`config.mk`:
```
export PLATFORM = sky130hd
export DESIGN_NAME = dbs_ctrl_flat
export DESIGN_NICKNAME = d
export VERILOG_FILES = /design/src/include/dbs_pkg.sv /design/src/include/dbs_link_if.sv /design/src/hw/dbs_ctrl.sv /design/src/flat_wrapper.sv
export SDC_FILE = /design/constraint.sdc
export NUM_CORES = 1
export LEC_CHECK = 0
export ABC_AREA = 1
export BUFFER_PORTS_ARGS = -buffer_cell sky130_fd_sc_hd__buf_2
export CAP_MARGIN = 0
export CORE_ASPECT_RATIO = 1.5
export CORE_UTILIZATION = 55
export CTS_BUF_LIST = sky130_fd_sc_hd__clkbuf_8
export DETAILED_ROUTE_END_ITERATION = 10
export HOLD_SLACK_MARGIN = 0.12
export PLACE_DENSITY = 0.85
export SLEW_MARGIN = 20
export SYNTH_ARGS = -nofsm -noshare
export SYNTH_HDL_FRONTEND = slang
export SYNTH_SLANG_ARGS = --single-unit
```
`constraint.sdc`:
```
create_clock -name clk_i -period 5.4 [get_ports clk_i]
set_input_delay 1.08 -clock clk_i [delete_from_list [all_inputs] [get_ports clk_i]]
set_output_delay 1.08 -clock clk_i [all_outputs]
set_load 0.005 [all_outputs]
```
`src/include/dbs_pkg.sv`:
```
// Purpose: Shared constants for the two-word DDR burst SRAM port and its controller.
// Assumes: One link beat is one rising edge of the link clock; kphase marks K or K-bar.
// Notes: The stop wait count STOP_CYC is derived from the controller clock period; lock counts are in beats.
package dbs_pkg;
  localparam int DATA_W_DEF = 18;
  localparam int ADDR_W_DEF = 8;
  localparam int LANE_W = 9;
  localparam int LOCK_CYCLES = 1024;
  localparam int LOCK_W = 11;
  localparam int RD_WORD0_EDGE = 3;
  localparam int DOFF_LOW_BEATS = 2;
  localparam int DIV_W = 8;
  localparam int DIV_MIN = 4;
  localparam int DIV_DEF = 4;
  localparam int CLK_NS = 8;
  localparam int STOP_NS = 30;
  localparam int STOP_CYC = (STOP_NS + CLK_NS - 1) / CLK_NS;
  localparam logic DOFF_RST = 1'b0;
  localparam logic SEL_IDLE = 1'b1;
endpackage

```
`src/include/dbs_link_if.sv`:
```
// Purpose: Pin bundle between the burst SRAM port and its controller.
// Assumes: The controller makes k_clk; the SRAM end runs on it.
// Notes: q is only meaningful while q_oe is high; the SRAM end alone drives it and holds it otherwise.
`timescale 1ns/1ps
interface dbs_link_if #(
  parameter int DATA_W = dbs_pkg::DATA_W_DEF,
  parameter int ADDR_W = dbs_pkg::ADDR_W_DEF
);
  localparam int LANES = DATA_W / dbs_pkg::LANE_W;
  logic k_clk;
  logic kphase;
  logic rd_sel_n;
  logic wr_sel_n;
  logic [ADDR_W-1:0] addr;
  logic [DATA_W-1:0] d;
  logic [LANES-1:0] byte_mask_n;
  logic doff_n;
  logic oclk_high;
  logic [DATA_W-1:0] q;
  logic q_oe;
  logic echo_clock;
  modport ctrl (
    output k_clk, kphase, rd_sel_n, wr_sel_n, addr, d, byte_mask_n, doff_n, oclk_high,
    input q, q_oe, echo_clock
  );
  modport dev (
    input k_clk, kphase, rd_sel_n, wr_sel_n, addr, d, byte_mask_n, doff_n, oclk_high,
    output q, q_oe, echo_clock
  );
endinterface

```
`src/hw/dbs_ctrl.sv`:
```
// Purpose: Controller end that makes k_clk and issues two-word read and write bursts.
// Assumes: Requests are held until their ack; div_i sets the half period in clk_i cycles.
// Notes: Read data passes three flops and is taken mid-beat, so the half period must be >= 4.
`timescale 1ns/1ps
module dbs_ctrl #(
  parameter int DATA_W = dbs_pkg::DATA_W_DEF,
  parameter int ADDR_W = dbs_pkg::ADDR_W_DEF,
  parameter int DIV_INIT = dbs_pkg::DIV_DEF,
  parameter bit SINGLE_CLK = 1'b0
) (
  input wire logic clk_i,
  input wire logic rst_n_i,
  input wire logic ce_i,
  input wire logic stop_i,
  input wire logic [dbs_pkg::DIV_W-1:0] div_i,
  input wire logic rd_req_i,
  input wire logic [ADDR_W-1:0] rd_addr_i,
  output logic rd_ack_o,
  output logic rd_valid_o,
  output logic [2*DATA_W-1:0] rd_data_o,
  input wire logic wr_req_i,
  input wire logic [ADDR_W-1:0] wr_addr_i,
  input wire logic [2*DATA_W-1:0] wr_data_i,
  input wire logic [2*(DATA_W/9)-1:0] wr_mask_n_i,
  output logic wr_ack_o,
  output logic locked_o,
  output logic stopped_o,
  dbs_link_if.ctrl link
);
  localparam int LN = DATA_W / dbs_pkg::LANE_W;
  localparam int PW = dbs_pkg::RD_WORD0_EDGE + 2;
  localparam int SW = 4;

  if (!(DATA_W == 9 || DATA_W == 18 || DATA_W == 36) || DIV_INIT < dbs_pkg::DIV_MIN
      || DIV_INIT > 255) begin : g_bad_cfg
    $error("dbs_ctrl: DATA_W must be 9, 18 or 36 and DIV_INIT within 4..255");
  end

  typedef enum logic [1:0] {CS_RELOCK, CS_LOCK, CS_RUN, CS_STOP} dbs_cst_e;

  function automatic logic [dbs_pkg::DIV_W-1:0] clamp_div(input logic [dbs_pkg::DIV_W-1:0] v);
    return (v < dbs_pkg::DIV_W'(dbs_pkg::DIV_MIN)) ? dbs_pkg::DIV_W'(dbs_pkg::DIV_MIN) : v;
  endfunction

  dbs_cst_e st, next_st;
  logic [dbs_pkg::DIV_W-1:0] cnt, next_cnt, div, next_div;
  logic [dbs_pkg::LOCK_W-1:0] lcnt, next_lcnt;
  logic [SW-1:0] scnt, next_scnt;
  logic kclk, next_kclk, kph, next_kph, rsel_n, next_rsel_n, wsel_n, next_wsel_n;
  logic doff_n, next_doff_n, ohigh;
  logic [ADDR_W-1:0] addr, next_addr, wa_h, next_wa_h;
  logic [DATA_W-1:0] d, next_d, wd_h, next_wd_h;
  logic [LN-1:0] bw, next_bw, wm_h, next_wm_h;
  logic [PW-1:0] rp, next_rp;
  logic rd_launch, next_rd_launch, wr_pend, next_wr_pend;
  logic rack, next_rack, wack, next_wack, rvalid, next_rvalid, locked, next_locked;
  logic [2*DATA_W-1:0] rdata, next_rdata;
  logic [DATA_W-1:0] q_s1, q_s2, q_s3;
  logic tick, rise, fall, div_chg;
  logic stopped, next_stopped;

  assign tick = (st != CS_STOP) && (cnt == div - 1'b1);
  assign rise = tick & ~kclk;
  assign fall = tick & kclk;
  assign div_chg = clamp_div(div_i) != div;

  always_comb begin
    next_st = st;
    next_cnt = cnt;
    next_div = div;
    next_lcnt = lcnt;
    next_scnt = scnt;
    next_kclk = kclk;
    next_kph = kph;
    next_rsel_n = rsel_n;
    next_wsel_n = wsel_n;
    next_doff_n = doff_n;
    next_addr = addr;
    next_d = d;
    next_bw = bw;
    next_wa_h = wa_h;
    next_wd_h = wd_h;
    next_wm_h = wm_h;
    next_rp = rp;
    next_rd_launch = rd_launch;
    next_wr_pend = wr_pend;
    next_rdata = rdata;
    next_rack = rack;
    next_wack = wack;
    next_rvalid = rvalid;
    next_locked = locked;
    if (ce_i) begin
      next_rack = 1'b0;
      next_wack = 1'b0;
      next_rvalid = 1'b0;
      if (st != CS_STOP) begin
        next_cnt = tick ? '0 : cnt + 1'b1;
      end
      if (tick) begin
        next_kclk = ~kclk;
      end
      if (rise) begin
        next_rp = {rp[PW-2:0], rd_launch};
        next_rd_launch = 1'b0;
        if (st == CS_RELOCK) begin
          next_lcnt = lcnt + 1'b1;
          if (lcnt == dbs_pkg::LOCK_W'(dbs_pkg::DOFF_LOW_BEATS - 1)) begin
            next_st = CS_LOCK;
            next_lcnt = '0;
          end
        end else if (st == CS_LOCK) begin
          next_lcnt = lcnt + 1'b1;
          if (lcnt == dbs_pkg::LOCK_W'(dbs_pkg::LOCK_CYCLES - 1)) begin
            next_st = CS_RUN;
            next_locked = 1'b1;
          end
        end
      end
      if (fall) begin
        next_kph = ~kph;
        // The lock reset ends on a fall, so no k_clk rise sees it move.
        if (st == CS_LOCK) begin
          next_doff_n = 1'b1;
        end
        if (rp[PW-2]) begin
          next_rdata[DATA_W-1:0] = q_s3;
        end
        if (rp[PW-1]) begin
          next_rdata[2*DATA_W-1:DATA_W] = q_s3;
          next_rvalid = 1'b1;
        end
        next_rsel_n = dbs_pkg::SEL_IDLE;
        next_wsel_n = dbs_pkg::SEL_IDLE;
        next_bw = '1;
        if (!kph) begin
          // Stop only once every burst has drained and its outputs are released.
          if (st == CS_RUN && (stop_i || div_chg) && rp == '0 && !rd_launch) begin
            next_st = CS_STOP;
            next_scnt = '0;
            next_locked = 1'b0;
          end else begin
            if (rd_req_i && st == CS_RUN) begin
              next_rsel_n = 1'b0;
              next_addr = rd_addr_i;
              next_rd_launch = 1'b1;
              next_rack = 1'b1;
            end
            if (wr_req_i && st != CS_RELOCK) begin
              next_wsel_n = 1'b0;
              next_d = wr_data_i[DATA_W-1:0];
              next_bw = wr_mask_n_i[LN-1:0];
              next_wa_h = wr_addr_i;
              next_wd_h = wr_data_i[2*DATA_W-1:DATA_W];
              next_wm_h = wr_mask_n_i[2*LN-1:LN];
              next_wr_pend = 1'b1;
              next_wack = 1'b1;
            end
          end
        end else if (wr_pend) begin
          next_addr = wa_h;
          next_d = wd_h;
          next_bw = wm_h;
          next_wr_pend = 1'b0;
        end
      end
      if (st == CS_STOP) begin
        // The clock rests low for at least the DLL reset time, then the DLL is relocked.
        if (scnt != SW'(dbs_pkg::STOP_CYC)) begin
          next_scnt = scnt + 1'b1;
        end else if (!stop_i) begin
          next_div = clamp_div(div_i);
          next_st = CS_RELOCK;
          next_doff_n = dbs_pkg::DOFF_RST;
          next_lcnt = '0;
          next_cnt = '0;
        end
      end
    end
    next_stopped = (next_st == CS_STOP);
  end

  always_ff @(posedge clk_i) begin
    if (!rst_n_i) begin
      st <= CS_RELOCK;
      cnt <= '0;
      div <= dbs_pkg::DIV_W'(DIV_INIT);
      lcnt <= '0;
      scnt <= '0;
      kclk <= 1'b0;
      kph <= 1'b0;
      rsel_n <= dbs_pkg::SEL_IDLE;
      wsel_n <= dbs_pkg::SEL_IDLE;
      doff_n <= dbs_pkg::DOFF_RST;
      addr <= '0;
      d <= '0;
      bw <= '1;
      wa_h <= '0;
      wd_h <= '0;
      wm_h <= '1;
      rp <= '0;
      rd_launch <= 1'b0;
      wr_pend <= 1'b0;
      rdata <= '0;
      rack <= 1'b0;
      wack <= 1'b0;
      rvalid <= 1'b0;
      locked <= 1'b0;
      stopped <= 1'b0;
      ohigh <= SINGLE_CLK;
      q_s1 <= '0;
      q_s2 <= '0;
      q_s3 <= '0;
    end else begin
      st <= next_st;
      cnt <= next_cnt;
      div <= next_div;
      lcnt <= next_lcnt;
      scnt <= next_scnt;
      kclk <= next_kclk;
      kph <= next_kph;
      rsel_n <= next_rsel_n;
      wsel_n <= next_wsel_n;
      doff_n <= next_doff_n;
      addr <= next_addr;
      d <= next_d;
      bw <= next_bw;
      wa_h <= next_wa_h;
      wd_h <= next_wd_h;
      wm_h <= next_wm_h;
      rp <= next_rp;
      rd_launch <= next_rd_launch;
      wr_pend <= next_wr_pend;
      rdata <= next_rdata;
      rack <= next_rack;
      wack <= next_wack;
      rvalid <= next_rvalid;
      locked <= next_locked;
      stopped <= next_stopped;
      ohigh <= SINGLE_CLK;
      // Read data comes from the k_clk domain; it is taken only mid-beat when settled.
      if (ce_i) begin
        q_s1 <= link.q;
        q_s2 <= q_s1;
        q_s3 <= q_s2;
      end
    end
  end

  assign link.k_clk = kclk;
  assign link.kphase = kph;
  assign link.rd_sel_n = rsel_n;
  assign link.wr_sel_n = wsel_n;
  assign link.addr = addr;
  assign link.d = d;
  assign link.byte_mask_n = bw;
  assign link.doff_n = doff_n;
  assign link.oclk_high = ohigh;
  assign rd_ack_o = rack;
  assign wr_ack_o = wack;
  assign rd_valid_o = rvalid;
  assign rd_data_o = rdata;
  assign locked_o = locked;
  assign stopped_o = stopped;
endmodule

```
`src/flat_wrapper.sv`:
```
// flat-port wrapper written by rule: the top's interface ports become plain ports
module dbs_ctrl_flat 
#(
  parameter int DATA_W = dbs_pkg::DATA_W_DEF,
  parameter int ADDR_W = dbs_pkg::ADDR_W_DEF,
  parameter int DIV_INIT = dbs_pkg::DIV_DEF,
  parameter bit SINGLE_CLK = 1'b0
)
  (clk_i, rst_n_i, ce_i, stop_i, div_i, rd_req_i, rd_addr_i, rd_ack_o, rd_valid_o, rd_data_o, wr_req_i, wr_addr_i, wr_data_i, wr_mask_n_i, wr_ack_o, locked_o, stopped_o, link_k_clk, link_kphase, link_rd_sel_n, link_wr_sel_n, link_addr, link_d, link_byte_mask_n, link_doff_n, link_oclk_high, link_q, link_q_oe, link_echo_clock);
  dbs_link_if #(.DATA_W(DATA_W), .ADDR_W(ADDR_W)) link_i ();
  input wire logic clk_i;
  input wire logic rst_n_i;
  input wire logic ce_i;
  input wire logic stop_i;
  input wire logic [dbs_pkg::DIV_W-1:0] div_i;
  input wire logic rd_req_i;
  input wire logic [ADDR_W-1:0] rd_addr_i;
  output logic rd_ack_o;
  output logic rd_valid_o;
  output logic [2*DATA_W-1:0] rd_data_o;
  input wire logic wr_req_i;
  input wire logic [ADDR_W-1:0] wr_addr_i;
  input wire logic [2*DATA_W-1:0] wr_data_i;
  input wire logic [2*(DATA_W/9)-1:0] wr_mask_n_i;
  output logic wr_ack_o;
  output logic locked_o;
  output logic stopped_o;
  output wire logic [$bits(link_i.k_clk)-1:0] link_k_clk;
  output wire logic [$bits(link_i.kphase)-1:0] link_kphase;
  output wire logic [$bits(link_i.rd_sel_n)-1:0] link_rd_sel_n;
  output wire logic [$bits(link_i.wr_sel_n)-1:0] link_wr_sel_n;
  output wire logic [$bits(link_i.addr)-1:0] link_addr;
  output wire logic [$bits(link_i.d)-1:0] link_d;
  output wire logic [$bits(link_i.byte_mask_n)-1:0] link_byte_mask_n;
  output wire logic [$bits(link_i.doff_n)-1:0] link_doff_n;
  output wire logic [$bits(link_i.oclk_high)-1:0] link_oclk_high;
  input wire logic [$bits(link_i.q)-1:0] link_q;
  input wire logic [$bits(link_i.q_oe)-1:0] link_q_oe;
  input wire logic [$bits(link_i.echo_clock)-1:0] link_echo_clock;
  assign link_k_clk = link_i.k_clk;
  assign link_kphase = link_i.kphase;
  assign link_rd_sel_n = link_i.rd_sel_n;
  assign link_wr_sel_n = link_i.wr_sel_n;
  assign link_addr = link_i.addr;
  assign link_d = link_i.d;
  assign link_byte_mask_n = link_i.byte_mask_n;
  assign link_doff_n = link_i.doff_n;
  assign link_oclk_high = link_i.oclk_high;
  assign link_i.q = link_q;
  assign link_i.q_oe = link_q_oe;
  assign link_i.echo_clock = link_echo_clock;
  dbs_ctrl #(.DATA_W(DATA_W), .ADDR_W(ADDR_W), .DIV_INIT(DIV_INIT), .SINGLE_CLK(SINGLE_CLK)) u_core (.clk_i(clk_i), .rst_n_i(rst_n_i), .ce_i(ce_i), .stop_i(stop_i), .div_i(div_i), .rd_req_i(rd_req_i), .rd_addr_i(rd_addr_i), .rd_ack_o(rd_ack_o), .rd_valid_o(rd_valid_o), .rd_data_o(rd_data_o), .wr_req_i(wr_req_i), .wr_addr_i(wr_addr_i), .wr_data_i(wr_data_i), .wr_mask_n_i(wr_mask_n_i), .wr_ack_o(wr_ack_o), .locked_o(locked_o), .stopped_o(stopped_o), .link(link_i));
endmodule
```
==> results of run 1 <==
-- routing by layer --
| layer | global-route usage [%] | vias up |
|---|---|---|
| met2 | 43.92 | 238 |
| met4 | 13.43 | 0 |
| met3 | 4.323 | 57 |
| met1 | 28.81 | 3761 |
| li1 | - | 4426 |
| met5 | 0 | - |
-- kinds of logic (layout without fill, tap and decap cells) --
family,count (synthesis),count (layout),synth area share (%)
XOR/XNOR,11,11,1.082
other,1,2,0.04210
AO/OA/AOI/OAI,177,177,10.58
AND/OR/NAND/NOR,759,759,34.42
buffers and inverters,203,332,8.990
adder cells (fa/ha/maj),6,6,0.8428
flip-flops,196,196,44.05
-- worst register-to-register path: cells and delay by family (launching register included) --
kind            cells  cell delay, ns
flops               1            0.45
compound gates      2            0.47
simple gates        8            1.56
fa+ha+maj           1            0.31
buf+inv             1            0.11
-- placed cells by master (no fill, tap or decap), types with 2 or more instances in the layout --
cell type	n
nand3b_1	3
xor2_1	9
inv_6	4
clkinv_1	2
nand2_2	3
xnor2_1	2
nor2_1	327
nand3_2	2
or2_2	3
o21bai_1	2
o211ai_1	13
nor4_1	6
nand2_1	340
nand3_1	46
a31oi_1	4
buf_4	6
nor3_1	9
nor2_2	3
a21oi_1	44
nand4_1	10
a221oi_1	2
clkinv_4	2
ha_1	6
inv_1	124
inv_8	3
o21ai_0	108
dfxtp_1	196
buf_2	160
clkbuf_8	18
clkinv_8	2
inv_2	8
nor2_4	2
-- stage by stage --
stage,total power [mW],hold slack (ns),utilization [%]
floorplan,1.631,0.4414,-
global placement,1.693,0.4339,61.59
detailed placement,1.695,0.4400,61.59
CTS,2.644,0.4595,64.18
global route,2.719,0.4734,64.18
finish,2.627,0.4542,64.20
-- cell type report --
type                    instances  area share (%)
clock buffers                  18           2.448
multi-input cells             954           41.33
flip-flops and latches        196           38.77
repair buffers                166           8.357
inverters                     134           4.970
well taps                     203           2.510
diodes                          1         0.02472
clock inverters                14           1.595
-- flip-flops by register name (all words and copies together) (netlist names), 2 cells and up --
name / count
u_core.link.d: 18
u_core.cnt: 8
u_core.q_s2: 18
u_core.wa_h: 8
u_core.link.byte_mask_n: 2
u_core.st: 2
u_core.rp: 5
u_core.rd_data_o: 36
u_core.wd_h: 18
u_core.div: 8
u_core.link.addr: 8
u_core.scnt: 4
u_core.q_s1: 18
u_core.lcnt: 11
u_core.wm_h: 2
u_core.q_s3: 18
-- worst max-delay path by stage --
| stage | slack, ns | start | to | cells after the start |
|---|---|---|---|---|
| floorplan | 2.81 | div_i[3] | u_core.link.d[10] | 13 |
| global placement | 2.18 | div_i[5] | u_core.wd_h[3] | 15 |
| detailed placement | 2.07 | div_i[5] | u_core.wd_h[8] | 15 |
| CTS | 2.41 | u_core.div[0] | u_core.lcnt[8] | 12 |
| global route | 2.12 | u_core.div[0] | u_core.lcnt[6] | 12 |
| finish | 2.36 | u_core.div[0] | u_core.lcnt[8] | 12 |
-- report_power, final --
| group | internal (mW) | switching, mW |
|---|---|---|
| clock network | 0.400 | 0.563 |
| registers | 1.48 | 0.0239 |
| logic | 0.0613 | 0.101 |
| total | 1.94 | 0.689 |
==> flow_summary.ini, run 1 <==
[status]
status = finished clean

[logic_synthesis]
synth_top_area_share_pct = 44.05
synth_area_um2 = 8907
yosysMostFrequentCell = nand2_1
yosys_most_used_dff = dfxtp_1
synth_cells = 1353
avgSynthCellArea_um2 = 6.583
syn-num-nets = 1449
synth_seq_cells = 196
netlist_top_cells_count = 340 x nand2_1, 327 x nor2_1, 196 x dfxtp_1
yosysWarningCount = 0
synth_area_leader_cell = dfxtp_1
async_reset_ff_share_pct = 0
synth_cell_types = 40
synth_area_leaders = dfxtp_1 44%, nand2_1 14%, nor2_1 14%
seq_area_frac_synth_pct = 44.05
synth_edf_count = 0

[cts]
cts_max_path_buffers = 2
cts_hold_buf = 0
cts_tree = done
postCtsSetupRepairBufs = 0
clk_latency_ns = 0.48
cts_buffers = 17
cts.clk_slew.worst_paths_ns = 0.10
cts-root-buf = clkbuf_8
h-tree-depth = 4
post_cts_resized = 0
clock_sinks = 196

[floorplanning]
io_pins = 165
core_area_um2 = 15770
dieArea_um2 = 16720
row_count = 56
start_util_pct = 56.50
die_y_um = 157.9
fp.dieW_um = 105.9

[routing]
wl_um = 21110
met3_length_um = 1041
routed.top_layer = met4
vias = 8482
drc = 0
wl_per_cell_um = 12.52
route.met2.wl_um = 10450
drtIter0Drc = 621
ant_nets = 0
drt_pre_antenna_iters = 5
vias_per_cell = 5.031
wl_met1_um = 8763

[finish]
fin_area_um2 = 10120
ff_latch_area_um2 = 3924
finalNetCount = 1565
multi_input_area_um2 = 4183
fillers = 1455
area_growth_pct = 13.63
stdcell_count = 1686
layout-drive-gt1-share_pct = 15.05

[sta]
worst_slew_pin_slew_ns = 1.014
fin_ws_ns = 2.356
skew_ns = 0.01931
timing.fmax_ghz = 0.3286
rsz0062_at_grt = false
fin_crit_ns = 3.044
setup_viol = 0
period_share_pct = 56.36
hold_viol = 0
tns_ns = 0
finalMaxSlewViolations = 0
maxSlewHeadroom_pct = 32.32

[critical_path]
crit_path_top_delay_cell = nor2_1
cp_top_family = simple AND/OR/NAND/NOR gates
slowest_delay_ns = 0.69
cp-start-kind = register
critPathKind = reg -> reg
cp.required_ns = 5.73
ff2ff_path_depth = 12
arrival_ns = 3.38
regToRegStartpoint = u_core.div[0]
critPathCaptureType = register
cp_num_buf_inv = 1
crit_chain = inv_2 > ha_1 > nand2_1 > nand3_1 > nand2_1 > nand4_1 > nor2_1 > nand3_2 > nor2_1 > a21oi_1 > nand3_1 > a21oi_1
r2r_slack_ns = 2.36
critPathMaxFanout = 13
rr_endpoint = u_core.lcnt[8]

[hold_path]
hold_class = reg -> reg
worstHoldEndpoint = u_core.locked_o
hold_start = u_core.locked_o
holdPathStages = 2

[placed_design]
hpwl_um = 14090
dpl_worst_slack_ns = 2.068
place.gp.congestion = 0.8723
portBuffers = 161
dpl.cell_count = 1653
dpl_cell_area_um2 = 9709

[global_routing]
grtUsageTotal_pct = 24.98
antenna_found_initial = 0
grt_max_degree = 89
grt_pass1_vias = 7543
grt_pass1_wl_um = 33890
globalRoute.totalOverflow = 0

[pwr]
peakVddDrop_mv = 0.2340
p_per_area_nw_per_um2 = 259.6
p_leak_nw = 5.264

[job]
cap_violations = 0
No activity file was read; power rests on OpenSTA's default activity.
==> run 2: changes to the inputs <==
Settings changed: ABC_AREA 1 to 0.
Clock period 5.4 ns to 2.9 ns, I/O delays scaled along.
==> run 2 against run 1 <==
  * Clock-buffer cell count is the same
  * Register-to-register slack lost 2.1 ns
  * Clock skew shrank 0.0013 ns
  * Synthesized cell count shrank 26%
  * Via count shrank 7.7%
  * Largest power group unchanged
  * Fmax grew 15%
  * Hold slack lost 0.11 ns
  * Combinational power grew 83%
  * Clock power grew 82%
==> flow_summary.ini, run 2 <==
[critical_path]
critPathCaptureType = register
cp_num_buf_inv = 1
crit_cells = 9
slowest_delay_ns = 0.58
ff2ff_path_depth = 9
cp.required_ns = 3.27
crit_chain = inv_1 > ha_1 > xnor2_1 > xnor2_1 > a32oi_1 > or3_1 > nor4_4 > o21bai_1 > a21boi_1
r2r_slack_ns = 0.26
worstSetupStartpoint = u_core.div[0]
crit_path_top_delay_cell = or3_1
critPathMaxFanout = 7
regToRegStartpoint = u_core.div[0]
cp-start-kind = register
cp_top_family = simple AND/OR/NAND/NOR gates
crit_path_frequent_cell = xnor2_1
cp-endpoint = u_core.stopped_o
critPathKind = reg -> reg
arrival_ns = 3.00
rr_endpoint = u_core.stopped_o

[sta]
skew_ns = 0.01803
hold_viol = 0
fin_crit_ns = 2.636
timing.fmax_ghz = 0.3794
tns_ns = 0
maxSlewHeadroom_pct = 41.18
worst_slew_pin_slew_ns = 0.8786
period_share_pct = 90.89
rsz0062_at_grt = false
fin_ws_ns = 0.2643
setup_viol = 0
finalMaxSlewViolations = 0

[global_routing]
grt_pass1_vias = 7517
grt_pass1_wl_um = 34480
globalRoute.totalOverflow = 0
grtUsageTotal_pct = 25.88
antenna_found_initial = 0
grt_max_degree = 109

[logic_synthesis]
yosysWarningCount = 0
avgSynthCellArea_um2 = 8.619
synth_cell_types = 65
synth_area_leaders = dfxtp_1 45%, mux2i_1 8.1%, a21oi_1 6.0%
syn-num-nets = 1101
synth_top_family_by_area = simple AND/OR/NAND/NOR gates
yosys_most_used_dff = dfxtp_1
synthAdderAreaFrac_pct = 0.8667
async_reset_ff_share_pct = 0
synth_compound_area_share_pct = 16.87
seq_area_frac_synth_pct = 45.30
synth_seq_cells = 196
synth_cells = 1005
synthXorXnorAreaFrac_pct = 1.618
netlist_top_cells_count = 196 x dfxtp_1, 107 x nand2_1, 103 x a21oi_1
synth.area.mux_share_pct = 9.129
synth_edf_count = 0
yosysMostFrequentCell = dfxtp_1
synthSimpleGateAreaFrac_pct = 20.63
synth_area_leader_cell = dfxtp_1
synth_area_um2 = 8662
synth_top_area_share_pct = 45.30

[routing]
vias = 7829
vias_per_cell = 5.847
drtIter0Drc = 570
drc = 0
wl_per_cell_um = 16.00
ant_nets = 0
drt_pre_antenna_iters = 6
wl_um = 21420

[finish]
area_growth_pct = 15.12
layout_common_cells = 196 x dfxtp_1, 160 x buf_2, 107 x nand2_1
fillers = 1262
antenna_cells = 0
finalNetCount = 1223
utilization_pct = 65.57
layout_commonest_cell = dfxtp_1
layout-drive-gt1-share_pct = 21.49
largest_reg_flops = 36

[cts]
cts_max_path_buffers = 2
h-tree-depth = 4
post_cts_resized = 0
cts_hold_buf = 0
cts.clk_slew.worst_paths_ns = 0.11
cts_buffers = 17
clock_sinks = 196
postCtsSetupRepairBufs = 0
cts-root-buf = clkbuf_8
clk_latency_ns = 0.45
cts_tree = done

[placed_design]
place.gp.congestion = 0.9023
portBuffers = 161
dpl_worst_slack_ns = 0.08025
hpwl_um = 14820

[floorplanning]
fp.dieW_um = 104.5
row_count = 55
core_area_um2 = 15210
start_util_pct = 56.96
dieArea_um2 = 16270
die_y_um = 155.7
io_pins = 165

[hold_path]
hold_start = wr_mask_n_i[2]
holdPathStages = 2
hold_class = in -> reg

[job]
cap_violations = 0

[pwr]
peakVddDrop_mv = 0.3920
p_per_area_nw_per_um2 = 482.6
p_leak_nw = 4.001

[status]
status = finished clean
run 2: cell count changes after synthesis, sizes merged, moves of 21 or more:
| cell | delta |
|---|---|
| nor2 | -245 |
| nand2 | -237 |
| inv | -102 |
| o21ai | -78 |
| mux2i | +70 |
| a21oi | +60 |
| o31ai | +28 |
| nand4 | +22 |
| nand3 | +21 |
run 2: logic make-up after synthesis:
kind of cell,count (synthesis)
buffers and inverters,112
and+or+nand+nor,364
adders and majority gates,6
AOI/OAI and AO/OA,232
xor gates and xnor gates,16
DFF,196
muxes,78
other,1
run 2: how the worst min path moves through the flow:
stage,end,slack (ns)
6_report,u_core.wm_h[0],0.35
5_1_grt,u_core.q_s1[6],0.33
4_1_cts,u_core.wm_h[0],0.33
3_5_place_dp,u_core.link.d[12],0.43
3_3_place_gp,u_core.link.d[13],0.43
2_1_floorplan,u_core.rd_ack_o,0.43
run 2: final cells by class:
| type | instances | area [um2] | share of cell area (%) |
|---|---|---|---|
| Multi-Input combinational cell | 697 | 4268 | 42.80 |
| Inverter | 30 | 115.1 | 1.154 |
| Sequential cell | 196 | 3924 | 39.35 |
| Clock inverter | 14 | 155.1 | 1.556 |
| Timing Repair Buffer | 185 | 1013 | 10.16 |
| Clock buffer | 18 | 247.7 | 2.484 |
| Tap cell | 199 | 249.0 | 2.497 |
run 2: stage by stage:
stage	area (um2)	hold WS, ns	cells	total power [mW]
2_1_floorplan	8662	0.4345	1005	3.002
3_3_place_gp	9569	0.4305	1307	3.108
3_5_place_dp	9569	0.4332	1307	3.116
4_1_cts	9972	0.3265	1339	4.845
5_1_grt	9972	0.3278	1339	4.993
6_report	9972	0.3470	1339	4.813
run 2: report_power, final:
part	leakage (nW)	internal [mW]	total [mW]	switching, mW
Clock	0.207	0.678	1.75	1.08
Sequential	1.58	2.73	2.76	0.0326
Combinational	2.21	0.133	0.298	0.165
run 2: per-layer routing:
metal	vias to the layer above	GRT usage, %	part of all wire [%]
met3	67	4.971	5.5
met5	-	0	0
met4	0	13.27	4.0
met1	3660	28.95	39
li1	3821	-	-
met2	281	46.48	51
==> run 3: changes to the inputs <==
Settings changed: REMOVE_ABC_BUFFERS set to 1.
==> run 3 against run 2 <==
  * Flip-flop and latch count did not move
  * Core utilization up 0.18 points
  * Wire length down 0.85%
  * Hold slack worse by 0.034 ns
  * Highest routed layer unchanged
  * Clock power about the same
  * Combinational power hardly changed
==> flow_summary.ini, run 3 (synthesis gave the netlist of run 2 again) <==
[global_routing]
grt_pass1_vias = 7476
antenna_found_initial = 0
grt_max_degree = 56
globalRoute.totalOverflow = 0
grt_pass1_wl_um = 35380
grtUsageTotal_pct = 26.81

[sta]
holdWs_ns = 0.3134
timing.fmax_ghz = 0.3628
hold_viol = 0
setup_viol = 0
rsz0062_at_grt = false
maxSlewHeadroom_pct = 40.36
period_share_pct = 95.04
skew_ns = 0.01016
finalMaxSlewViolations = 0
worst_slew_pin_slew_ns = 0.8947
fin_crit_ns = 2.756

[status]
status = finished clean

[routing]
wl_per_cell_um = 15.81
vias = 7768
drt_pre_antenna_iters = 4
vias_per_cell = 5.784
drtIter0Drc = 371
drc = 0
ant_nets = 0
wl_um = 21240

[finish]
area_growth_pct = 15.44
finalNetCount = 1227
multi_input_area_um2 = 4270
layout_common_cells = 196 x dfxtp_1, 160 x buf_2, 107 x nand2_1
largest_reg_flops = 36
layout-drive-gt1-share_pct = 21.77
layout_commonest_cell = dfxtp_1
utilization_pct = 65.75
ff_latch_area_um2 = 3924
fillers = 1294
stdcell_count = 1343
fin_area_um2 = 10000
antenna_cells = 0

[placed_design]
hpwl_um = 14690
dpl.cell_count = 1311
place.gp.congestion = 0.8641
dpl_cell_area_um2 = 9614
portBuffers = 161

[hold_path]
hold_class = in -> reg

[floorplanning]
core_area_um2 = 15210
die_y_um = 155.7
io_pins = 165
dieArea_um2 = 16270
row_count = 55
fp.dieW_um = 104.5
start_util_pct = 56.96

[critical_path]
ff2ff_path_depth = 9
critPathMaxFanout = 7
rr_endpoint = u_core.stopped_o
slowest_delay_ns = 0.60
cp-endpoint = u_core.stopped_o
cp-start-kind = register
arrival_ns = 3.14
regToRegStartpoint = u_core.div[0]
critPathKind = reg -> reg
worstSetupStartpoint = u_core.div[0]
crit_chain = inv_1 > ha_1 > xnor2_1 > nor2_1 > o211ai_1 > or3_1 > nor4_4 > o21bai_1 > a21boi_1
crit_path_top_delay_cell = or3_1
cp.required_ns = 3.28
critPathCaptureType = register
r2r_slack_ns = 0.14

[cts]
h-tree-depth = 4
cts_hold_buf = 0
clock_sinks = 196
cts-root-buf = clkbuf_8
post_cts_resized = 0
postCtsSetupRepairBufs = 0
cts.clk_slew.worst_paths_ns = 0.10
cts_max_path_buffers = 2
cts_buffers = 17
clk_latency_ns = 0.46
cts_tree = done

[pwr]
p_leak_nw = 4.018
peakVddDrop_mv = 0.3939
p_per_area_nw_per_um2 = 477.1

[job]
cap_violations = 0
==> run 3: cell types whose count changed in the layout (fill, tap and decap cells not counted) <==
cell / before / now
inv_1: 30 / 31
clkinv_2: 0 / 1
bufinv_16: 0 / 1
clkbuf_8: 18 / 19
clkinvlp_4: 0 / 2
nor2_1: 88 / 87
clkinv_8: 3 / 0
buf_4: 23 / 26
inv_12: 1 / 0
inv_6: 4 / 3
inv_8: 3 / 2
buf_12: 2 / 3
nor2_2: 0 / 1
==> run 3: layer usage <==
metal  GRT usage [%]  wire length (um)
met1           30.78              8665
met2           46.01             10520
met4           13.27               643
met3           7.018              1403
met5               0                 0
==> run 3: worst min-delay path by stage <==
stage,start,endpoint,slack (ns),depth (start not counted)
after floorplan,u_core.rd_ack_o,u_core.rd_ack_o,0.43,2
after global placement,u_core.rd_ack_o,u_core.rd_ack_o,0.42,2
after detailed placement,u_core.link.d[10],u_core.link.d[10],0.43,2
after CTS,wr_mask_n_i[2],u_core.wm_h[0],0.28,2
after global routing,wr_mask_n_i[2],u_core.wm_h[0],0.29,2
final,wr_mask_n_i[2],u_core.wm_h[0],0.31,2
==> run 3: final cells by class <==
| class | instances | area share [%] |
|---|---|---|
| Clock inverter | 13 | 1.239 |
| Tap cell | 199 | 2.490 |
| Clock buffer | 19 | 2.615 |
| Multi-Input combinational cell | 697 | 42.71 |
| Inverter | 30 | 1.151 |
| Sequential cell | 196 | 39.24 |
| Timing Repair Buffer | 189 | 10.56 |
==> run 3: power by group <==
group / internal (mW) / total (mW) / switching, mW
Sequential: 2.73 / 2.76 / 0.0320
Clock: 0.740 / 1.72 / 0.975
Combinational: 0.134 / 0.297 / 0.163
Total: 3.60 / 4.77 / 1.17
==> run 3: through the flow <==
stage                     total power [mW]  TNS, ns  worst slack (ns)
final                                4.771        0            0.1437
after global routing                 4.968        0           0.03871
after CTS                            4.816        0            0.2072
after detailed placement             3.114        0            0.1246
after global placement               3.105        0            0.1740
after floorplan                      2.967   -52.83           -0.9752
==> run 3: worst max-delay path, delay by kind of cell (launching register included) <==
kind	cells	cell delay, ns
AOI/OAI and AO/OA	3	0.55
xor gates and xnor gates	1	0.13
adders and majority gates	1	0.30
buffers and inverters	1	0.06
DFF	1	0.35
and+or+nand+nor	3	1.28
